**src/cdb_cfg_pkg.sv**
```systemverilog
package cdb_cfg_pkg;
	// ----------------------------------------
	// register map
	// ----------------------------------------
	localparam logic [7:0] CONFIG0_ADDR = 8'h60;
	localparam logic [7:0] RESEL_TOUT_ADDR = 8'h63;
	localparam logic [7:0] RSVD_64_ADDR = 8'h64;
	localparam logic [7:0] BUS_ID_ADDR = 8'h65;
	localparam logic [7:0] RSVD_66_ADDR = 8'h66;
	localparam logic [7:0] RSVD_67_ADDR = 8'h67;
	localparam logic [7:0] RSVD_68_ADDR = 8'h68;
	localparam logic [7:0] CMD_LEN_ADDR = 8'h69;

	// ----------------------------------------
	// field positions and reset values
	// ----------------------------------------
	localparam int LAYOUT_BIT = 5;
	localparam int SEL_ID_LSB = 5;
	localparam int SEL_INV_BIT = 4;
	localparam int OWN_ID_LSB = 0;
	localparam int RESEL_ID_LSB = 5;
	localparam int GROUP_LSB = 5;
	localparam int SUBGROUP_BIT = 4;
	localparam int G7_LSB = 6;
	localparam int G6_LSB = 4;
	localparam int G4_LSB = 2;
	localparam int G3_LSB = 0;
	localparam int G6D_LSB = 4;
	localparam int G6C_LSB = 2;
	localparam int G43_LSB = 0;
	localparam logic [7:0] RESEL_TOUT_RST = 8'h00;
	localparam logic [2:0] ID_RST = 3'h0;
	localparam logic [7:0] CMD_LEN_RST = 8'h00;
	localparam logic LAYOUT_RST = 1'b0;

	// ----------------------------------------
	// command lengths
	// ----------------------------------------
	localparam logic [3:0] LEN_UNDEF = 4'h0;
	localparam logic [3:0] LEN_6 = 4'h6;
	localparam logic [3:0] LEN_10 = 4'ha;
	localparam logic [3:0] LEN_12 = 4'hc;
	localparam logic [1:0] FIELD_6 = 2'h1;
	localparam logic [1:0] FIELD_10 = 2'h2;
	localparam logic [1:0] FIELD_12 = 2'h3;

	// ----------------------------------------
	// time-out scaling
	// ----------------------------------------
	// ms per unit is this figure over the clock rate in MHz
	localparam real TOUT_SCALE_MS_MHZ = 16.384;
	localparam real CLK_MHZ = 100.0;
	localparam int TOUT_UNIT_CYCLES =
		int'(TOUT_SCALE_MS_MHZ / CLK_MHZ * 1.0e-3 * CLK_MHZ * 1.0e6);
	localparam int UNIT_CNT_W = 24;

	typedef enum logic [0:0] {
		RESEL_IDLE = 1'b0,
		RESEL_WAIT = 1'b1
	} resel_state_e;
endpackage : cdb_cfg_pkg

```
**src/cdb_len_if.sv**
```systemverilog
`timescale 1ns/1ps
`default_nettype none
interface cdb_len_if;
	logic [7:0] opcode;
	logic layout;
	logic [7:0] size_reg;
	logic [3:0] byte_count;
	logic undefined;

	modport requester (
		output opcode,
		output layout,
		output size_reg,
		input byte_count,
		input undefined
	);
	modport decoder (
		input opcode,
		input layout,
		input size_reg,
		output byte_count,
		output undefined
	);
endinterface : cdb_len_if
`default_nettype wire

```
**src/cdb_len_decode.sv**
```systemverilog
`timescale 1ns/1ps
`default_nettype none
module cdb_len_decode (
	cdb_len_if.decoder lif
);
	logic [2:0] group;
	logic [1:0] field;
	logic fixed;
	logic [3:0] fixed_len;

	// ----------------------------------------
	// group code to length field
	// ----------------------------------------
	always_comb begin
		group = lif.opcode[cdb_cfg_pkg::GROUP_LSB +: 3];
		field = 2'h0;
		fixed = 1'b0;
		fixed_len = cdb_cfg_pkg::LEN_UNDEF;
		case (group)
		3'h0: begin
			fixed = 1'b1;
			fixed_len = cdb_cfg_pkg::LEN_6;
		end
		3'h1, 3'h2: begin
			fixed = 1'b1;
			fixed_len = cdb_cfg_pkg::LEN_10;
		end
		3'h5: begin
			fixed = 1'b1;
			fixed_len = cdb_cfg_pkg::LEN_12;
		end
		3'h3: begin
			// same bits in both layouts
			field = lif.size_reg[cdb_cfg_pkg::G3_LSB +: 2];
		end
		3'h4: begin
			if (lif.layout) begin
				field = lif.size_reg[cdb_cfg_pkg::G43_LSB +: 2];
			end else begin
				field = lif.size_reg[cdb_cfg_pkg::G4_LSB +: 2];
			end
		end
		3'h6: begin
			if (!lif.layout) begin
				field = lif.size_reg[cdb_cfg_pkg::G6_LSB +: 2];
			end else if (lif.opcode[cdb_cfg_pkg::SUBGROUP_BIT]) begin
				field = lif.size_reg[cdb_cfg_pkg::G6D_LSB +: 2];
			end else begin
				field = lif.size_reg[cdb_cfg_pkg::G6C_LSB +: 2];
			end
		end
		default: begin
			field = lif.size_reg[cdb_cfg_pkg::G7_LSB +: 2];
		end
		endcase
	end

	// ----------------------------------------
	// field decode
	// ----------------------------------------
	always_comb begin
		lif.undefined = 1'b0;
		if (fixed) begin
			lif.byte_count = fixed_len;
		end else begin
			case (field)
			cdb_cfg_pkg::FIELD_6: lif.byte_count = cdb_cfg_pkg::LEN_6;
			cdb_cfg_pkg::FIELD_10: lif.byte_count = cdb_cfg_pkg::LEN_10;
			cdb_cfg_pkg::FIELD_12: lif.byte_count = cdb_cfg_pkg::LEN_12;
			default: begin
				lif.byte_count = cdb_cfg_pkg::LEN_UNDEF;
				lif.undefined = 1'b1;
			end
			endcase
		end
	end
endmodule : cdb_len_decode
`default_nettype wire

```
**src/scsi_target_id_cdb_config.sv**
```systemverilog
// Implementation choice: strobed register access.
`timescale 1ns/1ps
`default_nettype none
module scsi_target_id_cdb_config #(
	parameter int UNIT_CYCLES = cdb_cfg_pkg::TOUT_UNIT_CYCLES
) (
	// clock and reset
	input wire logic mclk,
	input wire logic rstn,
	// register port
	input wire logic [7:0] reg_addr,
	input wire logic [7:0] reg_wdata,
	input wire logic reg_wr,
	input wire logic reg_rd,
	output logic [7:0] reg_rdata,
	// selection from the sequencer
	input wire logic sel_respond,
	input wire logic [2:0] sel_initiator,
	input wire logic sel_single,
	// reselection from the sequencer
	input wire logic resel_start,
	input wire logic resel_answered,
	output logic resel_busy,
	output logic resel_failed,
	// command phase
	input wire logic opcode_valid,
	input wire logic [7:0] opcode,
	output logic [3:0] cmd_bytes,
	output logic cmd_bytes_valid,
	output logic cmd_bytes_undef,
	// settings for the sequencer
	output logic [2:0] target_self_number,
	output logic [2:0] reselect_target_initiator
);
	typedef struct packed {
		logic [7:0] reselect_limit_value;
		logic length_layout_select;
		logic [2:0] selecting_initiator;
		logic selecting_initiator_invalid;
		logic [2:0] target_self_number;
		logic [2:0] reselect_target_initiator;
		logic [7:0] command_block_length;
		logic [7:0] rdata;
		cdb_cfg_pkg::resel_state_e resel_state;
		logic resel_failed;
		logic [cdb_cfg_pkg::UNIT_CNT_W-1:0] unit_cnt;
		logic [7:0] units_left;
		logic [3:0] cmd_bytes;
		logic cmd_bytes_valid;
		logic cmd_bytes_undef;
	} state_s;

	localparam logic [cdb_cfg_pkg::UNIT_CNT_W-1:0] UNIT_LAST =
		cdb_cfg_pkg::UNIT_CNT_W'(UNIT_CYCLES - 1);

	state_s st_r;
	state_s st_nxt;
	cdb_len_if lif ();

	assign lif.opcode = opcode;
	assign lif.layout = st_r.length_layout_select;
	assign lif.size_reg = st_r.command_block_length;

	cdb_len_decode u_decode (
		.lif(lif)
	);

	// ----------------------------------------
	// next state
	// ----------------------------------------
	always_comb begin
		st_nxt = st_r;
		st_nxt.resel_failed = 1'b0;
		st_nxt.cmd_bytes_valid = 1'b0;

		// register writes
		if (reg_wr) begin
			case (reg_addr)
			cdb_cfg_pkg::CONFIG0_ADDR: begin
				st_nxt.length_layout_select =
					reg_wdata[cdb_cfg_pkg::LAYOUT_BIT];
			end
			cdb_cfg_pkg::RESEL_TOUT_ADDR: begin
				st_nxt.reselect_limit_value = reg_wdata;
			end
			cdb_cfg_pkg::BUS_ID_ADDR: begin
				st_nxt.reselect_target_initiator =
					reg_wdata[cdb_cfg_pkg::RESEL_ID_LSB +: 3];
				st_nxt.target_self_number =
					reg_wdata[cdb_cfg_pkg::OWN_ID_LSB +: 3];
			end
			cdb_cfg_pkg::CMD_LEN_ADDR: begin
				st_nxt.command_block_length = reg_wdata;
			end
			default: begin
			end
			endcase
		end

		// register reads; unmapped and reserved read zero
		st_nxt.rdata = 8'h00;
		if (reg_rd) begin
			case (reg_addr)
			cdb_cfg_pkg::CONFIG0_ADDR: begin
				st_nxt.rdata[cdb_cfg_pkg::LAYOUT_BIT] =
					st_r.length_layout_select;
			end
			cdb_cfg_pkg::RESEL_TOUT_ADDR: begin
				st_nxt.rdata = st_r.reselect_limit_value;
			end
			cdb_cfg_pkg::BUS_ID_ADDR: begin
				st_nxt.rdata[cdb_cfg_pkg::SEL_ID_LSB +: 3] =
					st_r.selecting_initiator;
				st_nxt.rdata[cdb_cfg_pkg::SEL_INV_BIT] =
					st_r.selecting_initiator_invalid;
				st_nxt.rdata[cdb_cfg_pkg::OWN_ID_LSB +: 3] =
					st_r.target_self_number;
			end
			cdb_cfg_pkg::CMD_LEN_ADDR: begin
				st_nxt.rdata = st_r.command_block_length;
			end
			default: begin
			end
			endcase
		end

		// only a fresh selection replaces the capture; disconnect
		// leaves it alone
		if (sel_respond) begin
			st_nxt.selecting_initiator = sel_initiator;
			st_nxt.selecting_initiator_invalid = sel_single;
		end

		// ----------------------------------------
		// reselection time-out
		// ----------------------------------------
		case (st_r.resel_state)
		cdb_cfg_pkg::RESEL_IDLE: begin
			if (resel_start) begin
				st_nxt.resel_state = cdb_cfg_pkg::RESEL_WAIT;
				st_nxt.unit_cnt = '0;
				st_nxt.units_left = st_r.reselect_limit_value;
			end
		end
		cdb_cfg_pkg::RESEL_WAIT: begin
			// an answer in the expiry cycle still counts as success
			if (resel_answered) begin
				st_nxt.resel_state = cdb_cfg_pkg::RESEL_IDLE;
			end else if (st_r.units_left == 8'h00) begin
				st_nxt.resel_state = cdb_cfg_pkg::RESEL_IDLE;
				st_nxt.resel_failed = 1'b1;
			end else if (st_r.unit_cnt == UNIT_LAST) begin
				st_nxt.unit_cnt = '0;
				st_nxt.units_left = st_r.units_left - 8'h01;
			end else begin
				st_nxt.unit_cnt = st_r.unit_cnt +
					cdb_cfg_pkg::UNIT_CNT_W'(1);
			end
		end
		default: begin
			st_nxt.resel_state = cdb_cfg_pkg::RESEL_IDLE;
		end
		endcase

		// ----------------------------------------
		// command length capture
		// ----------------------------------------
		if (opcode_valid) begin
			st_nxt.cmd_bytes = lif.byte_count;
			st_nxt.cmd_bytes_undef = lif.undefined;
			st_nxt.cmd_bytes_valid = 1'b1;
		end
	end

	// ----------------------------------------
	// state register
	// ----------------------------------------
	always_ff @(posedge mclk) begin
		if (!rstn) begin
			st_r <= '0;
			st_r.reselect_limit_value <= cdb_cfg_pkg::RESEL_TOUT_RST;
			st_r.length_layout_select <= cdb_cfg_pkg::LAYOUT_RST;
			st_r.target_self_number <= cdb_cfg_pkg::ID_RST;
			st_r.reselect_target_initiator <= cdb_cfg_pkg::ID_RST;
			st_r.command_block_length <= cdb_cfg_pkg::CMD_LEN_RST;
			st_r.resel_state <= cdb_cfg_pkg::RESEL_IDLE;
		end else begin
			st_r <= st_nxt;
		end
	end

	assign reg_rdata = st_r.rdata;
	assign resel_busy = (st_r.resel_state == cdb_cfg_pkg::RESEL_WAIT);
	assign resel_failed = st_r.resel_failed;
	assign cmd_bytes = st_r.cmd_bytes;
	assign cmd_bytes_valid = st_r.cmd_bytes_valid;
	assign cmd_bytes_undef = st_r.cmd_bytes_undef;
	assign target_self_number = st_r.target_self_number;
	assign reselect_target_initiator = st_r.reselect_target_initiator;
endmodule : scsi_target_id_cdb_config
`default_nettype wire

```
**config.mk**
```make
export PLATFORM = sky130hd
export DESIGN_NAME = scsi_target_id_cdb_config
export DESIGN_NICKNAME = d
export VERILOG_FILES = /design/src/cdb_cfg_pkg.sv /design/src/cdb_len_if.sv /design/src/cdb_len_decode.sv /design/src/scsi_target_id_cdb_config.sv
export SDC_FILE = /design/constraint.sdc
export NUM_CORES = 1
export LEC_CHECK = 0
export ABC_AREA = 1
export BUFFER_PORTS_ARGS = -buffer_cell sky130_fd_sc_hd__clkbuf_2
export CAP_MARGIN = 20
export CORE_UTILIZATION = 52
export CTS_CLUSTER_DIAMETER = 30
export DETAILED_ROUTE_END_ITERATION = 10
export PLACE_DENSITY = 0.77
export SYNTH_ARGS = -nofsm -noshare
export SYNTH_HDL_FRONTEND = slang
export SYNTH_HIERARCHICAL = 1
export SYNTH_SLANG_ARGS = --single-unit
```
**constraint.sdc**
```tcl
create_clock -name mclk -period 1.35 [get_ports mclk]
set_input_delay 0.27 -clock mclk [delete_from_list [all_inputs] [get_ports mclk]]
set_output_delay 0.27 -clock mclk [all_outputs]
set_load 0.01 [all_outputs]
```
# Word-level counts from Yosys, hierarchy flattened
# Index checks and enable logic that the tools add are counted.
# W data, S select, Z words.
# totals
ff_bits	75
latch_bits	0
ramBits	0
rom_bits	0
inputBits	36
output_inout_bits	22
elab_cells	76
n_memories	0
# op_classes
n_addsub	2
n_mul	0
n_div	0
n_lt_le_gt_ge	0
n_eq_ne	18
n_shift	0
mux	26
bitwise_logic	2
reduce_logical	13
# ops
cell	n
$mux W32	3
$pmux W32 S2	1
$eq A8 B7 Y1 const B	4
$add A24 B1 Y24 const B	1
$eq A24 B14 Y1 const B	1
$mux W24	1
$pmux W4 S3	2
$mux W2	5
$reduce_and A2 Y1	5
$eq A3 B3 Y1 const B	3
$pmux W3 S3	1
$logic_not A8 Y1	1
$mux W8	1
$pmux W2 S4	1
$sub A8 B1 Y8 const B	1
$eq A3 B2 Y1 const B	2
$ne A2 B2 Y1 const B	3
$pmux W2 S3	1
$reduce_or A3 Y1	2
$mux W1	5
$eq A2 B2 Y1 const B	2
$mux W4	1
$pmux W1 S2	2
$pmux W1 S4	1
other kinds (10)	11

# Longest topological paths before layout
# Gate-level depths: netlist of the first run.
# depth
ltp_word	8
depth_mapped	14
ltp_nobuf	14

# Cells and area by module
# Netlist of the first run, hierarchy kept.
# by_module_without_submodules
module	instances	cells_per_inst	area_per_inst_um2	seq_area_each_um2
scsi_target_id_cdb_config	1	552	3713.6	1501.4
cdb_len_decode	1	54	265.3	0.0

# Least setup slack after synthesis of the first run
# No wires, ideal clock.
# synth_timing
path_type	register -> register
start	register st_r[14] in the netlist's numbering
end	register st_r[17] in the netlist's numbering
setup_time_ns	0.115
arrival_time_ns	1.339
t_required_ns	1.235
slack_ns	-0.104
stages_incl_launch_ff	10
path_buffers	1
synth_period_minus_slack_ns	1.454
path_cell_list	dfxtp_1 ha_1 nand3_1 nor2_2 nand3_2 nand2_4 nand2_4 nand2_2 buf_4 nor2_1
# synth_via
elab_chain_len	5
elab_cells_between_ends	6
cone_classes	1 x add/sub; 1 x eq/ne; 4 x mux
# synth_lines
element	line_no	text
start: declaration	scsi_target_id_cdb_config.sv:56	state_s st_r;
start signal: assignment	scsi_target_id_cdb_config.sv:188	st_r <= st_nxt;
$add A24 B1 Y24 / $eq A24 B14 Y1 (equally long branches)	scsi_target_id_cdb_config.sv:156, scsi_target_id_cdb_config.sv:152	
$mux W24 (*)	scsi_target_id_cdb_config.sv:152	end else if (st_r.unit_cnt == UNIT_LAST) begin
$mux W32 (*)	scsi_target_id_cdb_config.sv:149	end else if (st_r.units_left == 8'h00) begin
$mux W32 (*)	scsi_target_id_cdb_config.sv:147	if (resel_answered) begin
$pmux W32 S2 (*)	scsi_target_id_cdb_config.sv:137	case (st_r.resel_state)
# Every way passes the cells marked *; elsewhere a longest branch is shown, timed or not. The select of a mux whose other input is x is not followed.
# A chain may end at the register's enable or synchronous reset.

# Final worst setup path of the first run
# layout_timing
start	register st_r[15] in the netlist's numbering
end	register st_r[9] in the netlist's numbering
# layout_via
elab_chain_len	3
# layout_lines
element	line_no
$eq A24 B14 Y1	scsi_target_id_cdb_config.sv:152
$ne A2 B1 Y1 (no line)	--
$reduce_and A4 Y1 (no line)	--
# No other way between the ends.

==> results.yml, run 1 <==
run_status:
  outcome: "finished with violations"
  failed_checks: "negative setup slack"
clock_network:
  tritoncts: "done"
  clk-insertion-delay-late_ps: 360
  clock_root_buffer_master: "clkbuf_8"
  clk_transition_reported_paths_ps: 80
  htreeDepth: 3
  postCtsHoldBufs: 0
  maximum_clock_insertion_buffer_count: 2
  tritoncts.num_buffers: 9
  cts.sinks: 75
global_route:
  grtUsageTotal_pct: 27.31
  grt_pass1_wl_um: 16620
  gr-total-overflow: 0
  antenna_found_initial: 0
  first_global_vias: 3862
  grt_max_degree: 17
synthesis:
  yosys_register_bits: 75
  average_instance_area_after_synthesis_um2: 6.566
  synth.net_count: 648
  synth.yosys.warnings: 6
  area_of_the_mapped_netlist_mm2: 0.003979
  synth_area_leader_cell: "dfxtp_1"
  synth.yosys.seq_area_share_pct: 37.74
  synth_top_cell_area_share_pct: 37.74
  netlist_cell_types: 36
  synthCells: 606
  synth.top_cells.by_area: "dfxtp_1, nand2_1, nor2_1, inv_1, o21ai_0"
timing:
  post-route-min-period_ps: 1461
  finalClockSkew_ps: 13.63
  timing.final.setup_violations: 34
  finalHoldViolations: 0
  grt_setup_unrepaired: "yes"
  fin_ws_ps: -110.8
  max_freq_mhz: 684.5
  finalMaxSlewViolations: 0
  period_utilization_post_route_pct: 108.2
placement:
  post_place_setup_slack_ps: -208.1
  weighted_congestion_at_the_end_of_routability_driven_global_placement: 0.8688
  placement.io_buffers: 53
  place_hpwl_um: 7444
detailed_routing:
  detail-route-antenna-nets: 0
  wl_um: 10410
  detail_route.drc_violations: 0
  drt-initial-drc-count: 322
  detailedRoute.firstPassIterationCount: 8
  detail_route.wl_per_cell_um: 12.65
  route.vias.total: 4214
  ratio_of_routed_vias_to_standard_cells: 5.120
power:
  p_seq_share_pct: 45.8
  switching_share_of_total_power_pct: 26.68
  design_power_total_mw: 5.008
  power.static_leakage_nw: 2.491
  cellPowerDensity_mw_per_mm2: 968.1
  cell_internal_pwr_mw: 3.672
  switchingPower_mw: 1.336
  combPwrFrac_pct: 15.6
  power.share.clock_pct: 38.6
  peak_supply_drop_v: 0.0007722
die:
  die_height_um: 89.48
  rows: 31
  core_mm2: 0.007331
  start_util_pct: 54.28
  die_area_mm2: 0.008006
  io_pins: 58
  die_width_um: 89.48
critical_path:
  worstPathArrival_ps: 1750
  timing.setup.critical_path_class: "flip-flop to flip-flop"
  critPathCaptureType: "flip-flop"
  critPathMaxFanout: 6
  required_ps: 1640
  crit_path_start_kind: "flip-flop"
cells_and_area:
  largest_register_ffs: 44
  finalNetCount: 761
  n_antenna_cell: 0
  layout-area-overhead-vs-synth_pct: 30.03
  drive_gt1_share_pct: 30.25
worst_hold_path:
  min_path_type: "input pin to flip-flop"
run:
  cap_violations: 0
-- cell families after synthesis --
| group | Yosys count | share of synthesized area, % |
|---|---|---|
| buffers and inverters | 107 | 12.58 |
| AO/OA/AOI/OAI | 73 | 9.843 |
| other | 1 | 0.09425 |
| flip-flops | 75 | 37.74 |
| adder cells (fa/ha/maj) | 6 | 1.887 |
| AND/OR/NAND/NOR | 336 | 36.10 |
| XOR/XNOR | 8 | 1.761 |
-- cell usage after synthesis (all sizes together) --
cell type	n
dfxtp	75
xor2	7
conb	1
and3	1
clkinv	1
ha	6
a21oi	20
o22ai	1
nand3b	1
clkbuf	5
and2	1
o21bai	2
buf	24
xnor2	1
o21ai	49
nand3	44
nor2	129
nor4	3
nor3	3
a31oi	1
or2	1
inv	77
nand2	141
nand4	12
-- critical path: stages, from the launching register on --
cell     delay, ps
dfxtp_2        370
ha_4           150
nand3_4         80
nor2_4         170
nand3_4        110
nand2_4        100
buf_4          150
nand3_1        110
a21oi_2        150
-- metal layers --
layer  track usage, %  vias to the layer above  part of all wire, %
met5                0                        -                    0
li1                 -                     2115                    -
met3            4.247                       25                  5.5
met1            34.00                     1917                   44
met2            46.63                      157                   48
met4            12.27                        0                  2.2
-- path summary, 6_finish.rpt --
kind,start,to,slack [ps],depth (start not counted)
max reg2reg,st_r[15],st_r[9],-110,8
max,st_r[15],st_r[9],-110,8
min,sel_initiator[0],st_r[63],140,3
min reg2reg,st_r[18],st_r[18],480,2
-- power groups by stage --
| stage | Combinational, mW | Clock (mW) | Sequential, mW |
|---|---|---|---|
| global route | 0.852 | 2.05 | 2.30 |
| detailed placement | 0.643 | 0 | 2.34 |
| CTS | 0.731 | 1.95 | 2.29 |
| global placement | 0.622 | 0 | 2.34 |
| floorplan | 0.401 | 0 | 2.35 |
| finish | 0.781 | 1.94 | 2.29 |
-- cell type report --
class	instances	area [um2]
multi-input combinational	426	2161
sequential	75	1523
clock buffer	11	141.4
tap	99	123.9
clock inverter	5	77.57
timing repair buffer	129	854.6
fill	598	2157
inverter	78	292.8
-- placed cells by master (no fill, tap or decap), drive strengths merged, types with 2 or more instances in the layout --
master,instances
nand4,12
nor3,3
nor2,129
xor2,7
nand3,44
o21bai,2
nor4,3
ha,6
dfxtp,75
buf,76
nand2,143
a21oi,20
inv,77
clkbuf,64
o21ai,49
clkinv,3
bufinv,2
-- what timing repair did --
item / in CTS / in global routing
endpoints found under the hold margin: 0 / 0
pin swaps: 29 / 17
setup buffers: 8 / 2
endpoints found under the setup margin: 33 / 37
resized for setup: 32 / 17
cloned: 2 / 0
-- per-stage QoR --
step,instances,area (um2),TNS [ps],hold slack [ps],util [%]
2_1_floorplan,606,4038,0,363.5,-
3_3_place_gp,795,4711,-4669,461.3,64.26
3_5_place_dp,795,4711,-6631,474.6,64.26
4_1_cts,821,5107,-1971,142.5,69.67
5_1_grt,823,5174,-5730,157.2,70.58
6_report,823,5174,-2826,141.8,70.58
No activity file was read; power rests on OpenSTA's default activity.
==> run 2: changes to the inputs <==
==> constraint.sdc (replaced) <==
create_clock -name mclk -period 1.35 [get_ports mclk]
set_input_delay 0.135 -clock mclk [delete_from_list [all_inputs] [get_ports mclk]]
set_output_delay 0.135 -clock mclk [all_outputs]
set_load 0.01 [all_outputs]
==> run 2 against run 1 <==
- critical path type unchanged
- register-to-register slack got worse by 160 ps
- wire length increased by 23%
- power increased by 4.8%
- critical path depth increased by 2
- sequential share of layout area decreased by 1.6 points
- the run still ends with negative setup slack left
- via count increased by 9.1%
==> results.yml, run 2 (synthesized netlist as in run 1, its figures left out) <==
run_status:
  outcome: "finished with violations"
  failed_checks: "negative setup slack"
detailed_routing:
  ratio_of_routed_vias_to_standard_cells: 5.546
  route.vias.total: 4598
  detail_route.wl_per_cell_um: 15.42
  detailedRoute.firstPassIterationCount: 5
  wl_um: 12780
  wirelength_met1_um: 4863
  routed_length_on_met2_um: 6234
  dr_wl_met3_um: 948
  detail_route.drc_violations: 0
  drt-initial-drc-count: 288
  detail-route-antenna-nets: 0
  highest_signal_layer: "met4"
timing:
  finalHoldViolations: 0
  finalClockSkew_ps: 15.57
  timing.final.setup_violations: 35
  fin_ws_ps: -271.8
  post-route-min-period_ps: 1622
  finalMaxSlewViolations: 0
  period_utilization_post_route_pct: 120.1
  grt_setup_unrepaired: "yes"
  max_freq_mhz: 616.6
clock_network:
  clk_transition_reported_paths_ps: 80
  clk-insertion-delay-late_ps: 350
  maximum_clock_insertion_buffer_count: 2
  clock_root_buffer_master: "clkbuf_8"
  htreeDepth: 3
  cts.sinks: 75
  tritoncts: "done"
  tritoncts.num_buffers: 9
critical_path:
  critical_path.reg2reg.endpoint: "st_r[36]"
  worst_r2r_path_depth: 10
  crit_path_start_kind: "flip-flop"
  worstPathArrival_ps: 1900
  critPathCaptureType: "flip-flop"
  timing.setup.critical_path_class: "flip-flop to flip-flop"
  timing.critical_path.to: "st_r[36]"
  critPathMaxFanout: 3
  critPathLaunch: "st_r[15]"
  required_ps: 1620
  slack_of_the_worst_reg_to_reg_path_ps: -270
  timing.rr.start: "st_r[15]"
cells_and_area:
  sequential_cell_area_mm2: 0.001536
  largest_register_ffs: 44
  layout.cells.most_common_list: "nand2_1, nor2_1, buf_4, inv_1"
  post_layout_nonfiller_instances: 829
  layout.filler_cells: 488
  drive_gt1_share_pct: 38.36
  multi_input_gate_area_mm2: 0.002442
  finalNetCount: 767
  n_antenna_cell: 0
  final_design_area_no_fill_mm2: 0.005529
  layout-area-overhead-vs-synth_pct: 38.96
  layout_commonest_cell: "nand2_1"
power:
  power.static_leakage_nw: 2.559
  power.share.clock_pct: 38.0
  p_seq_share_pct: 43.7
  cell_internal_pwr_mw: 3.735
  peak_supply_drop_v: 0.0009306
  cellPowerDensity_mw_per_mm2: 949.4
  switching_share_of_total_power_pct: 28.84
  combPwrFrac_pct: 18.3
  switchingPower_mw: 1.514
global_route:
  grt_pass1_wl_um: 16920
  first_global_vias: 3823
  antenna_found_initial: 0
  grtUsageTotal_pct: 27.61
  grt_max_degree: 27
  gr-total-overflow: 0
worst_hold_path:
  hold_path_depth: 3
  worstHoldStart: "sel_single"
  min_path_type: "input pin to flip-flop"
run:
  cap_violations: 0
die:
  die_area_mm2: 0.008006
  start_util_pct: 54.28
  die_height_um: 89.48
  rows: 31
  die_width_um: 89.48
  core_mm2: 0.007331
  io_pins: 58
placement:
  place_hpwl_um: 7316
  weighted_congestion_at_the_end_of_routability_driven_global_placement: 0.8701
  place.detailed.instances: 790
  instance_area_after_placement_mm2: 0.004668
  placement.io_buffers: 53
  post_place_setup_slack_ps: -147.7
==> run 2: area by class of cell <==
type / instances / area share (%)
multi-input cells: 427 / 44.17
clock inverters: 5 / 1.539
inverters: 78 / 5.295
repair buffers: 134 / 16.41
clock buffers: 11 / 2.557
well taps: 99 / 2.240
flip-flops and latches: 75 / 27.79
==> run 2: worst min-delay path by stage <==
stage,to,slack (ps)
after global placement,st_r[62],360
after global routing,st_r[63],7
after CTS,st_r[62],1
final,st_r[62],10
after floorplan,cmd_bytes_valid,230
after detailed placement,st_r[62],370
==> run 2: worst max-delay path: stages, from the launching register on <==
cell and delay [ps]:
dfxtp_2 390, ha_4 180, nand3_4 90, inv_2 90, nand3_1 110, nor2_2 150
buf_4 140, nand4_2 110, nand2_1 100, nand2_1 80, nor2_1 120
==> run 2: power groups by stage <==
stage                     Combinational [mW]  Sequential (mW)  Clock, mW
final                                  0.959             2.30       1.99
after global routing                    1.02             2.30       2.11
after CTS                              0.769             2.29       2.01
after detailed placement               0.640             2.34          0
after global placement                 0.615             2.34          0
after floorplan                        0.399             2.35          0
==> run 2: routing by layer <==
layer | up-vias | global-route usage, %
li1 | 2134 | -
met1 | 2114 | 33.16
met2 | 269 | 47.81
met3 | 81 | 7.018
met4 | 0 | 9.812
met5 | - | 0
==> run 2: through the flow <==
| stage | util (%) | hold WS [ps] | TNS [ps] | power (mW) |
|---|---|---|---|---|
| after floorplan | - | 228.5 | 0 | 2.749 |
| after global routing | 75.42 | 6.686 | -6924 | 5.428 |
| after detailed placement | 63.68 | 366.0 | -3290 | 2.982 |
| final | 75.42 | 11.81 | -4797 | 5.249 |
| after CTS | 70.54 | 1.062 | -1673 | 5.068 |
| after global placement | 63.68 | 360.3 | -2069 | 2.954 |
==> run 2: repair_timing <==
| action | 4_1_cts | 5_1_grt |
|---|---|---|
| resized for setup | 57 | 78 |
| hold buffers | 0 | 0 |
| buffers inserted | 9 | 12 |
| setup endpoints to repair | 36 | 36 |
| pin swaps | 37 | 37 |
| gates cloned | 2 | 1 |
==> run 3: changes to the inputs <==
Settings changed: MAX_ROUTING_LAYER set to met4.
==> run 3 against run 2 <==
- the run still ends with negative setup slack left
- register-to-register slack improved by 120 ps
- clock-buffer cell count is the same
- clock power barely moved
- global-route usage grew 0.91 points
- sequential share of layout area up 0.38 points
- highest routed layer unchanged
- sequential power about the same
==> results.yml, run 3 (synthesized netlist as in run 1, its figures left out) <==
cells_and_area:
  drive_gt1_share_pct: 36.14
  post_layout_nonfiller_instances: 824
  largest_register_ffs: 44
  layout.cells.most_common_list: "nand2_1, nor2_1, buf_4, inv_1, dfxtp_1"
  finalNetCount: 762
  n_antenna_cell: 0
  layout_commonest_cell: "nand2_1"
  layout-area-overhead-vs-synth_pct: 36.86
  final_design_area_no_fill_mm2: 0.005445
timing:
  max_freq_mhz: 666.9
  grt_setup_unrepaired: "yes"
  period_utilization_post_route_pct: 111.1
  finalHoldViolations: 0
  tns_ps: -3483
  timing.final.setup_violations: 35
  finalMaxSlewViolations: 0
  finalClockSkew_ps: 17.51
  fin_ws_ps: -149.6
  post-route-min-period_ps: 1500
clock_network:
  cts.sinks: 75
  maximum_clock_insertion_buffer_count: 2
  postCtsHoldBufs: 0
  clock_root_buffer_master: "clkbuf_8"
  tritoncts.num_buffers: 9
  clk-insertion-delay-late_ps: 350
  clk_transition_reported_paths_ps: 90
  htreeDepth: 3
  tritoncts: "done"
critical_path:
  critPathLaunch: "st_r[30]"
  required_ps: 1600
  crit_slowest_cell: "dfxtp_1"
  critPathMaxFanout: 4
  max_stage_delay_ps: 420
  worstPathArrival_ps: 1750
  critPathCaptureType: "flip-flop"
  timing.critical_path.cells: "nand2_1, nor2_2, and2_1, nand3_1, nor2_2, nand3_1, nand2_1, nor2_2"
  timing.rr.start: "st_r[30]"
  critPathMostFrequentCell: "nor2_2"
  timing.setup.critical_path_class: "flip-flop to flip-flop"
  crit_path_start_kind: "flip-flop"
global_route:
  grt_pass1_wl_um: 16940
  globalRouteMet3Util_pct: 6.371
  first_global_vias: 3801
  met2_track_usage_gr_pct: 47.68
  antenna_found_initial: 0
  grt_use_met1_pct: 33.50
  grtUsageTotal_pct: 28.53
  gr-total-overflow: 0
  global_route.peak_usage_layer: "met2"
  grt_max_degree: 27
die:
  start_util_pct: 54.28
  die_width_um: 89.48
  die_height_um: 89.48
  io_pins: 58
  rows: 31
  core_mm2: 0.007331
  die_area_mm2: 0.008006
detailed_routing:
  detailedRoute.firstPassIterationCount: 5
  detail_route.drc_violations: 0
  detail_route.wl_per_cell_um: 14.66
  detail-route-antenna-nets: 0
  route.vias.total: 4473
  drt-initial-drc-count: 340
  ratio_of_routed_vias_to_standard_cells: 5.428
  wl_um: 12080
power:
  design_power_total_mw: 5.214
  peak_supply_drop_v: 0.0009294
  cellPowerDensity_mw_per_mm2: 957.5
  power.static_leakage_nw: 2.522
run_status:
  failed_checks: "negative setup slack"
  outcome: "finished with violations"
placement:
  weighted_congestion_at_the_end_of_routability_driven_global_placement: 0.8843
  instance_area_after_placement_mm2: 0.004668
  place_hpwl_um: 7316
  place.detailed.instances: 790
  placement.io_buffers: 53
run:
  cap_violations: 0
worst_hold_path:
  min_path_type: "input pin to flip-flop"
  worstHoldStart: "sel_initiator[0]"
==> run 3: changes by cell type in the layout (fill, tap and decap cells not counted), moves of 2 or more <==
| cell | delta |
|---|---|
| buf_4 | -4 |
| dfxtp_1 | +2 |
| dfxtp_2 | -2 |
| nand2_1 | +5 |
| nand2_2 | -4 |
| nand2_4 | -2 |
| nor2_1 | +3 |
| nor2_2 | -2 |
==> run 3: path summary, 6_finish.rpt <==
kind,cells after the start,slack [ps],to
worst min-delay path,3,8,st_r[63]
worst min register to register,2,480,st_r[7]
worst max register to register,8,-150,st_r[35]
worst max-delay path,8,-150,st_r[35]
==> run 3: final cells by class <==
| cell class | instances | area, um2 |
|---|---|---|
| Clock buffer | 11 | 141.4 |
| Timing Repair Buffer | 130 | 877.1 |
| Fill cell | 526 | 1886 |
| Multi-Input combinational cell | 426 | 2391 |
| Tap cell | 99 | 123.9 |
| Clock inverter | 5 | 85.08 |
| Inverter | 78 | 292.8 |
| Sequential cell | 75 | 1534 |
==> run 3: repair_timing <==
| action | 4_1_cts | 5_1_grt |
|---|---|---|
| pin swaps | 37 | 32 |
| endpoints found under the hold margin | 0 | 0 |
| resized for setup | 57 | 62 |
| gates cloned | 2 | 0 |
| buffers inserted | 9 | 8 |
| setup endpoints to repair | 36 | 36 |
==> run 3: metrics by stage <==
step | worst slack, ps | util (%) | hold slack [ps]
after global placement | -93.58 | 63.68 | 360.3
after global routing | -222.2 | 74.28 | 8.673
after CTS | -109.4 | 70.54 | 1.062
after floorplan | 6.643 | - | 228.5
final | -149.6 | 74.28 | 8.126
after detailed placement | -147.7 | 63.68 | 366.0
==> run 3: power by group <==
group | total, mW | internal [mW] | switching [mW]
logic | 0.916 | 0.357 | 0.559
registers | 2.30 | 2.26 | 0.0370
clock network | 2.00 | 1.10 | 0.899
==> run 3: critical path: cells and delay by family (launching register included) <==
| family | cells | cell delay [ps] |
|---|---|---|
| flops | 1 | 420 |
| simple gates | 8 | 980 |
==> run 3: routing by layer <==
| layer | routed length [um] | part of all wire [%] | up-vias |
|---|---|---|---|
| met4 | 516 | 4.3 | 0 |
| li1 | - | - | 2112 |
| met3 | 884 | 7.3 | 64 |
| met2 | 5905 | 49 | 253 |
| met1 | 4772 | 40 | 2044 |
| met5 | 0 | 0 | - |
